**src/rtl/port_pkg.sv**
```systemverilog
// Package: register map, field widths and reset values for the port block
package port_pkg;
    localparam int unsigned PORT_WIDTH = 8;
    localparam int unsigned KEY_WIDTH  = 4;
    localparam int unsigned ADDR_WIDTH = 16;
    localparam int unsigned DATA_WIDTH = 32;
    localparam int unsigned IDX_WIDTH  = 14;

    // Register indices; byte address is four times the index
    localparam logic [IDX_WIDTH-1:0] IDX_OUTPUT_LATCH    = 14'h0004;
    localparam logic [IDX_WIDTH-1:0] IDX_PIN_STATE       = 14'h0011;
    localparam logic [IDX_WIDTH-1:0] IDX_DIRECTION       = 14'h0F1E;
    localparam logic [IDX_WIDTH-1:0] IDX_PULLUP_ENABLE   = 14'h0F2B;
    localparam logic [IDX_WIDTH-1:0] IDX_FUNCTION_SELECT = 14'h0F38;
    localparam logic [IDX_WIDTH-1:0] IDX_KEY_WAKEUP_CTRL = 14'h0F40;

    localparam logic [PORT_WIDTH-1:0] PORT_RESET = 8'h00;
    localparam logic [KEY_WIDTH-1:0]  KEY_RESET  = 4'h0;
    localparam logic [DATA_WIDTH-1:0] READ_ZERO  = 32'h0000_0000;
    localparam logic [1:0]            BYTE_LANE  = 2'h0;

    typedef enum logic [1:0] {
        BUS_IDLE = 2'b01,
        BUS_ACK  = 2'b10
    } bus_state_t;
endpackage : port_pkg

```
**src/rtl/pin_sync.sv**
```systemverilog
// Three-stage pin synchroniser with agreement filter
`timescale 1ns/1ps
module pin_sync
    import port_pkg::*;
(
    input  wire logic                  clk,
    input  wire logic                  reset,
    input  wire logic [PORT_WIDTH-1:0] pin_async,
    output logic      [PORT_WIDTH-1:0] pin_level
);
    logic [PORT_WIDTH-1:0] stage1_r;
    logic [PORT_WIDTH-1:0] stage2_r;
    logic [PORT_WIDTH-1:0] stage3_r;
    logic [PORT_WIDTH-1:0] level_r;
    logic [PORT_WIDTH-1:0] level_nxt;

    // A change counts only once stages two and three agree
    always_comb begin
        level_nxt = level_r;
        for (int i = 0; i < PORT_WIDTH; i++) begin
            if (stage2_r[i] == stage3_r[i]) begin
                level_nxt[i] = stage3_r[i];
            end
        end
    end

    // Stage one feeds stage two only
    always_ff @(posedge clk or posedge reset) begin
        if (reset) begin
            stage1_r <= PORT_RESET;
            stage2_r <= PORT_RESET;
            stage3_r <= PORT_RESET;
            level_r  <= PORT_RESET;
        end else begin
            stage1_r <= pin_async;
            stage2_r <= stage1_r;
            stage3_r <= stage2_r;
            level_r  <= level_nxt;
        end
    end

    assign pin_level = level_r;
endmodule : pin_sync

```
**src/rtl/port_analog_keywake.sv**
```systemverilog
// Eight-bit port with analog alternate function, key wakeup and pull-ups
//
// Summary of operation
// - Eight pins, each independently input or output.
// - Output pin follows latch bit; latch resets 0.
// - Pin state reads pin only when dir=fc=0.
// - Pull-up connects only for key wakeup or input.
// - Key wakeup on low pins overrides direction/function.
// - All pins analog capable; low four key wakeup.
// - Every pin has software pull-up toward supply.
`timescale 1ns/1ps
module port_analog_keywake
    import port_pkg::*;
(
    input  wire logic                  clk,
    input  wire logic                  reset,
    input  wire logic [ADDR_WIDTH-1:0] avs_address,
    input  wire logic                  avs_read,
    input  wire logic                  avs_write,
    input  wire logic [DATA_WIDTH-1:0] avs_writedata,
    input  wire logic [3:0]            avs_byteenable,
    output logic      [DATA_WIDTH-1:0] avs_readdata,
    output logic                       avs_waitrequest,
    input  wire logic [PORT_WIDTH-1:0] port_pin_in,
    output logic      [PORT_WIDTH-1:0] port_pin_out,
    output logic      [PORT_WIDTH-1:0] port_pin_oe,
    output logic      [PORT_WIDTH-1:0] pullup_connect,
    output logic      [PORT_WIDTH-1:0] analog_input_pin,
    output logic      [KEY_WIDTH-1:0]  key_wakeup_input
);
    ////////////////////////////////////////////////////////////////////////
    // Declarations
    logic [PORT_WIDTH-1:0] pin_level;
    bus_state_t            state_r;
    bus_state_t            state_nxt;
    logic                  wait_r;
    logic                  wait_nxt;
    logic [DATA_WIDTH-1:0] rdata_r;
    logic [DATA_WIDTH-1:0] rdata_nxt;
    logic [PORT_WIDTH-1:0] latch_r;
    logic [PORT_WIDTH-1:0] latch_nxt;
    logic [PORT_WIDTH-1:0] dir_r;
    logic [PORT_WIDTH-1:0] dir_nxt;
    logic [PORT_WIDTH-1:0] pu_r;
    logic [PORT_WIDTH-1:0] pu_nxt;
    logic [PORT_WIDTH-1:0] fsel_r;
    logic [PORT_WIDTH-1:0] fsel_nxt;
    logic [KEY_WIDTH-1:0]  kwen_r;
    logic [KEY_WIDTH-1:0]  kwen_nxt;
    logic [PORT_WIDTH-1:0] kwen_wide;
    logic [PORT_WIDTH-1:0] pin_state;
    logic [PORT_WIDTH-1:0] out_r;
    logic [PORT_WIDTH-1:0] out_nxt;
    logic [PORT_WIDTH-1:0] oe_r;
    logic [PORT_WIDTH-1:0] oe_nxt;
    logic [PORT_WIDTH-1:0] pull_r;
    logic [PORT_WIDTH-1:0] pull_nxt;
    logic [PORT_WIDTH-1:0] ana_r;
    logic [PORT_WIDTH-1:0] ana_nxt;
    logic [KEY_WIDTH-1:0]  key_r;
    logic [KEY_WIDTH-1:0]  key_nxt;
    logic [IDX_WIDTH-1:0]  idx;
    logic                  write_commit;

    // Byte address to register index; low two bits ignored
    function automatic logic [IDX_WIDTH-1:0] reg_index(input logic [ADDR_WIDTH-1:0] a);
        return a[ADDR_WIDTH-1:2];
    endfunction : reg_index

    // Plain port input: digital read and pull-up both allowed
    function automatic logic [PORT_WIDTH-1:0] plain_input(
        input logic [PORT_WIDTH-1:0] dir_bits,
        input logic [PORT_WIDTH-1:0] fsel_bits
    );
        return ~dir_bits & ~fsel_bits;
    endfunction : plain_input

    ////////////////////////////////////////////////////////////////////////
    // Pin synchroniser
    pin_sync u_pin_sync (
        .clk       (clk),
        .reset     (reset),
        .pin_async (port_pin_in),
        .pin_level (pin_level)
    );

    ////////////////////////////////////////////////////////////////////////
    // Key wakeup exists on the low pins only; upper enables tie low
    for (genvar g = 0; g < PORT_WIDTH; g++) begin : g_kwen
        if (g < KEY_WIDTH) begin : g_low
            assign kwen_wide[g] = kwen_r[g];
        end else begin : g_high
            assign kwen_wide[g] = 1'b0;
        end
    end

    // Pin-state view; blocked pins read zero
    assign pin_state = pin_level & plain_input(dir_r, fsel_r);
    assign idx       = reg_index(avs_address);

    ////////////////////////////////////////////////////////////////////////
    // Bus slave: one wait cycle, then an acknowledge cycle
    always_comb begin
        state_nxt = state_r;
        wait_nxt  = wait_r;
        rdata_nxt = rdata_r;
        unique case (state_r)
            BUS_IDLE: begin
                if (avs_read || avs_write) begin
                    state_nxt = BUS_ACK;
                    wait_nxt  = 1'b0;
                    rdata_nxt = READ_ZERO;
                    // Unmapped indices read zero
                    unique case (idx)
                        IDX_OUTPUT_LATCH:    rdata_nxt[PORT_WIDTH-1:0] = latch_r;
                        IDX_PIN_STATE:       rdata_nxt[PORT_WIDTH-1:0] = pin_state;
                        IDX_DIRECTION:       rdata_nxt[PORT_WIDTH-1:0] = dir_r;
                        IDX_PULLUP_ENABLE:   rdata_nxt[PORT_WIDTH-1:0] = pu_r;
                        IDX_FUNCTION_SELECT: rdata_nxt[PORT_WIDTH-1:0] = fsel_r;
                        IDX_KEY_WAKEUP_CTRL: rdata_nxt[KEY_WIDTH-1:0]  = kwen_r;
                        default:             rdata_nxt = READ_ZERO;
                    endcase
                end
            end
            BUS_ACK: begin
                state_nxt = BUS_IDLE;
                wait_nxt  = 1'b1;
            end
            default: begin
                state_nxt = BUS_IDLE;
                wait_nxt  = 1'b1;
            end
        endcase
    end

    // Handshake state; waitrequest idles high through reset
    always_ff @(posedge clk or posedge reset) begin
        if (reset) begin
            state_r <= BUS_IDLE;
            wait_r  <= 1'b1;
            rdata_r <= READ_ZERO;
        end else begin
            state_r <= state_nxt;
            wait_r  <= wait_nxt;
            rdata_r <= rdata_nxt;
        end
    end

    ////////////////////////////////////////////////////////////////////////
    // Register file
    // Write commits on the edge where waitrequest is seen low
    assign write_commit = (state_r == BUS_ACK) && avs_write && avs_byteenable[BYTE_LANE];

    // Pin-state and unmapped indices swallow the write
    always_comb begin
        latch_nxt = latch_r;
        dir_nxt   = dir_r;
        pu_nxt    = pu_r;
        fsel_nxt  = fsel_r;
        kwen_nxt  = kwen_r;
        if (write_commit) begin
            unique case (idx)
                IDX_OUTPUT_LATCH:    latch_nxt = avs_writedata[PORT_WIDTH-1:0];
                IDX_DIRECTION:       dir_nxt   = avs_writedata[PORT_WIDTH-1:0];
                IDX_PULLUP_ENABLE:   pu_nxt    = avs_writedata[PORT_WIDTH-1:0];
                IDX_FUNCTION_SELECT: fsel_nxt  = avs_writedata[PORT_WIDTH-1:0];
                IDX_KEY_WAKEUP_CTRL: kwen_nxt  = avs_writedata[KEY_WIDTH-1:0];
                default:             latch_nxt = latch_r;
            endcase
        end
    end

    // Registers all clear so every pin starts as an undriven input
    always_ff @(posedge clk or posedge reset) begin
        if (reset) begin
            latch_r <= PORT_RESET;
            dir_r   <= PORT_RESET;
            pu_r    <= PORT_RESET;
            fsel_r  <= PORT_RESET;
            kwen_r  <= KEY_RESET;
        end else begin
            latch_r <= latch_nxt;
            dir_r   <= dir_nxt;
            pu_r    <= pu_nxt;
            fsel_r  <= fsel_nxt;
            kwen_r  <= kwen_nxt;
        end
    end

    ////////////////////////////////////////////////////////////////////////
    // Pad controls; registered so outputs never glitch on decode
    always_comb begin
        out_nxt  = latch_r;
        // Key wakeup wins so a stray direction bit cannot fight the key
        oe_nxt   = dir_r & ~fsel_r & ~kwen_wide;
        pull_nxt = pu_r & (kwen_wide | plain_input(dir_r, fsel_r));
        ana_nxt  = fsel_r & ~dir_r & ~kwen_wide;
        key_nxt  = pin_level[KEY_WIDTH-1:0] & kwen_r;
    end

    // Pad registers; all low in reset so no pin is driven
    always_ff @(posedge clk or posedge reset) begin
        if (reset) begin
            out_r  <= PORT_RESET;
            oe_r   <= PORT_RESET;
            pull_r <= PORT_RESET;
            ana_r  <= PORT_RESET;
            key_r  <= KEY_RESET;
        end else begin
            out_r  <= out_nxt;
            oe_r   <= oe_nxt;
            pull_r <= pull_nxt;
            ana_r  <= ana_nxt;
            key_r  <= key_nxt;
        end
    end

    // Every output comes straight from a flip-flop
    assign avs_readdata     = rdata_r;
    assign avs_waitrequest  = wait_r;
    assign port_pin_out     = out_r;
    assign port_pin_oe      = oe_r;
    assign pullup_connect   = pull_r;
    assign analog_input_pin = ana_r;
    assign key_wakeup_input = key_r;
endmodule : port_analog_keywake

```
**config.mk**
```make
export PLATFORM = sky130hd
export DESIGN_NAME = port_analog_keywake
export DESIGN_NICKNAME = d
export VERILOG_FILES = /design/src/rtl/port_pkg.sv /design/src/rtl/pin_sync.sv /design/src/rtl/port_analog_keywake.sv
export SDC_FILE = /design/constraint.sdc
export NUM_CORES = 1
export LEC_CHECK = 0
export ABC_AREA = 1
export BUFFER_PORTS_ARGS = -buffer_cell sky130_fd_sc_hd__buf_2
export CAP_MARGIN = 20
export CORE_ASPECT_RATIO = 0.6
export CORE_MARGIN = 5
export CORE_UTILIZATION = 50
export CTS_CLUSTER_DIAMETER = 200
export DETAILED_ROUTE_END_ITERATION = 16
export PLACE_DENSITY = 0.77
export SETUP_SLACK_MARGIN = 0.5
export SLEW_MARGIN = 25
export SYNTH_ARGS = -nofsm -noshare
export SYNTH_HDL_FRONTEND = slang
export SYNTH_HIERARCHICAL = 1
export SYNTH_SLANG_ARGS = --single-unit
```
**constraint.sdc**
```tcl
create_clock -name clk -period 2.8 [get_ports clk]
set_input_delay 0.28 -clock clk [delete_from_list [all_inputs] [get_ports clk]]
set_output_delay 0.28 -clock clk [all_outputs]
set_load 0.01 [all_outputs]
```
==> impl_results.md <==
- Core area: 0.00926 mm^2
- Post-layout util: 63.1%
- Count leader, synth: dfrtp_1
- Final Cycle Share: 52.2%
- WHS Path Cells: 3
- Synthesized flop and latch total: 114
- Clock skew: 7.56 ps
- Vias in the first global route: 3,641
- Setup TNS Final: 0 ps
- PortBufs: 79
- Yosys cell types: 28
- WP data required: 3090 ps
- Dpl cells: 698
- Number of nets in the layout: 660
- Dpl hpwl: 7340 um
- Mapped Area: 0.00479 mm^2
- Top cells by count, synth: dfrtp_1 (113), nand2_1 (95), inv_1 (55), nor2_1 (55), nand3_1 (44)
- Post-Layout Cell Count: 738
- Slew at the pin with the worst max-slew slack: 523 ps
- Multi-input logic area: 0.00152 mm^2
- Antenna diodes: 0
- CTS Sinks: 114
- IO Count: 133
- Yosys warns: 6
- FF-to-FF path depth: 4
- RSZ-0062 raised after global routing: false
- Most area-hungry cell type in the Yosys netlist: dfrtp_1
- Fin worst setup slack: 1340 ps
- PwrDens: 726 mW/mm^2
- Global route overflow: 0
- Die height: 85.8 um
- Async S/R FF share, synth: 100%
- Kind of critical path: reg -> reg
- Vias per cell: 4.86
- # rows: 27
- Top cell type's share of synthesized area: 59.0%
- Max-slew headroom: 65.1%
- Crit end category: flip-flop
- # DRC: 0
- Syn_area_per_cell: 9.66 um^2
- CTS Buf Count: 17
- Die Area: 0.0117 mm^2
- GR Util All Layers: 20.1%
- Leakage: 3.15 nW
- ANT nets after route: 0
- CTS Root Cell: clkbuf_16
- DRT Wirelength: 10,900 um
- Synth top area cells: dfrtp_1 (59%), nand2_1 (7.4%), nand3_1 (4.6%), inv_1 (4.3%), nor2_1 (4.3%)
- Reg area: 0.00285 mm^2
- Post-CTS Setup Bufs: 0
- GP Congestion: 0.848
- Max-slew violations: 0
- Fillers: 750
- Sequential area share after synthesis: 59.6%
- Initial antenna violation count: 0
- TritonCTS clock tree: yes
- Max VDD drop: 0.000469 V
- CP Launch Type: flip-flop
- Crit path max-delay cell type: nor3_4
- Clock tree buffer depth: 2
- Worst-path cell chain: nor3_4, nand3_4, nand2_1, o21ai_1
- Area Overhead vs Synth: 21.9%
- Crit-path max cell delay: 440 ps
- Die X: 136 um
- Initial DRC Count: 335
- DR vias: 3,588
- Count of flip-flops with a built-in enable after synthesis: 0
- Worst skew pair latency: 410 ps
- Wire per inst: 14.7 um
- Critical Path AT: 1750 ps
- Total power: 4.24 mW
- Cell count after synthesis: 496
- Clock-pin slew on the worst setup and hold paths: 50 ps
- Layout cells sized above 1: 24.2%
- Main synth FF type: dfrtp_1
- Fmax: 684 MHz
- Min-Delay Path Class: in -> reg
- Place WS: 1120 ps
- # Max-Cap Violations: 0
- CTS H-tree lvls: 4
- Run status: complete, no violations
- Tmin final: 1460 ps
- Hold Fails Final Rpt: 0
- First-pass GRT wire length: 17,800 um
- Crit path max fanout: 16
- Initial DRT Pass Iterations: 4
- Largest net degree at the start of global routing: 83
- Initial core utilization: 51.8%
- Final Setup Violations: 0
-- cell type report --
| class | count | share of cell area, % |
|---|---|---|
| Tap cell | 130 | 2.78 |
| Clock inverter | 5 | 0.428 |
| Timing Repair Buffer | 91 | 8.91 |
| Sequential cell | 114 | 48.9 |
| Clock buffer | 26 | 8.89 |
| Multi-Input combinational cell | 308 | 25.9 |
| Inverter | 64 | 4.18 |
-- sequential cells by signal, indices dropped and copies added (netlist names), 8 cells and up --
register	flops
analog_input_pin	8
avs_readdata	8
dir_r	8
fsel_r	8
latch_r	8
port_pin_oe	8
port_pin_out	8
pu_r	8
pullup_connect	8
u_pin_sync/pin_level	8
u_pin_sync/stage1_r	8
u_pin_sync/stage2_r	8
u_pin_sync/stage3_r	8
-- cells in the final DEF, fill, tap and decap left out, types with 2 or more instances in the layout --
| master | synthesis | routed |
|---|---|---|
| inv_1 | 55 | 54 |
| clkbuf_8 | 0 | 6 |
| inv_2 | 9 | 9 |
| clkbuf_1 | 0 | 3 |
| o21ai_2 | 3 | 3 |
| dfrtp_1 | 113 | 113 |
| nand2_2 | 2 | 2 |
| a21boi_0 | 4 | 4 |
| conb_1 | 1 | 24 |
| nand3_4 | 4 | 4 |
| buf_2 | 2 | 79 |
| clkbuf_16 | 0 | 17 |
| o21ai_0 | 4 | 4 |
| buf_4 | 25 | 2 |
| a21oi_1 | 12 | 12 |
| nor2_8 | 3 | 3 |
| nand3_1 | 44 | 44 |
| a21oi_2 | 4 | 4 |
| nand2_1 | 95 | 95 |
| o21ai_1 | 29 | 29 |
| nor3_1 | 8 | 8 |
| nor2_1 | 55 | 55 |
| nor2_4 | 3 | 3 |
| nor2_2 | 5 | 5 |
| nor3b_1 | 6 | 6 |
| clkinv_2 | 0 | 5 |
| dlygate4sd3_1 | 0 | 9 |
-- final timing paths --
path,startpoint,end,slack (ps)
hold / removal,avs_writedata[5],pu_r[5]$_DFFE_PP0P_,180
setup / recovery,state_r[0]$_DFFE_PP1P_,dir_r[6]$_DFFE_PP0P_,1340
setup reg to reg,state_r[0]$_DFFE_PP1P_,dir_r[6]$_DFFE_PP0P_,1340
hold reg to reg,u_pin_sync/stage1_r[2]$_DFF_PP0_,u_pin_sync/stage2_r[2]$_DFF_PP0_,350
min in group asynchronous,reset,u_pin_sync/pin_level[0]$_DFFE_PP0N_,550
max in group asynchronous,reset,pullup_connect[6]$_DFF_PP0_,1890
-- report_power, final --
group / leakage [nW] / internal [mW] / switching (mW)
clock network: 0.276 / 1.25 / 0.672
logic: 1.37 / 0.176 / 0.305
registers: 1.50 / 1.76 / 0.0731
total: 3.15 / 3.19 / 1.05
-- stage by stage --
| step | cell area, um^2 | hold slack (ps) |
|---|---|---|
| floorplan | 4880 | 311 |
| global placement | 5210 | 335 |
| detailed placement | 5210 | 335 |
| CTS | 5840 | 168 |
| global route | 5840 | 183 |
| finish | 5840 | 177 |
-- logic make-up (layout without fill, tap and decap cells) --
family	Yosys count	in the layout	share of synthesized area [%]
AO/OA/AOI/OAI	56	56	6.61
buffers and inverters	97	186	10.6
flip-flops	114	114	59.6
other	1	24	0.0783
AND/OR/NAND/NOR	228	228	23.1
-- worst max-delay path, delay by kind of cell, from the launching register on --
family           cells  cell delay (ps)
AO/OA/AOI/OAI        1               70
flip-flops           1              380
AND/OR/NAND/NOR      3              890
-- metal layers --
layer	share of wire (%)	track usage, %	vias to the layer above
met5	0	0	-
met4	0.76	6.31	0
met3	10	7.68	11
met2	47	31.3	153
met1	42	26.3	1706
li1	-	-	1718
-- what timing repair did --
| item | 4_1_cts | 5_1_grt |
|---|---|---|
| endpoints found under the hold margin | 40 | 0 |
| gates resized for setup | 0 | 0 |
| hold buffers | 9 | 0 |
Power figures use the tool's default switching activity.
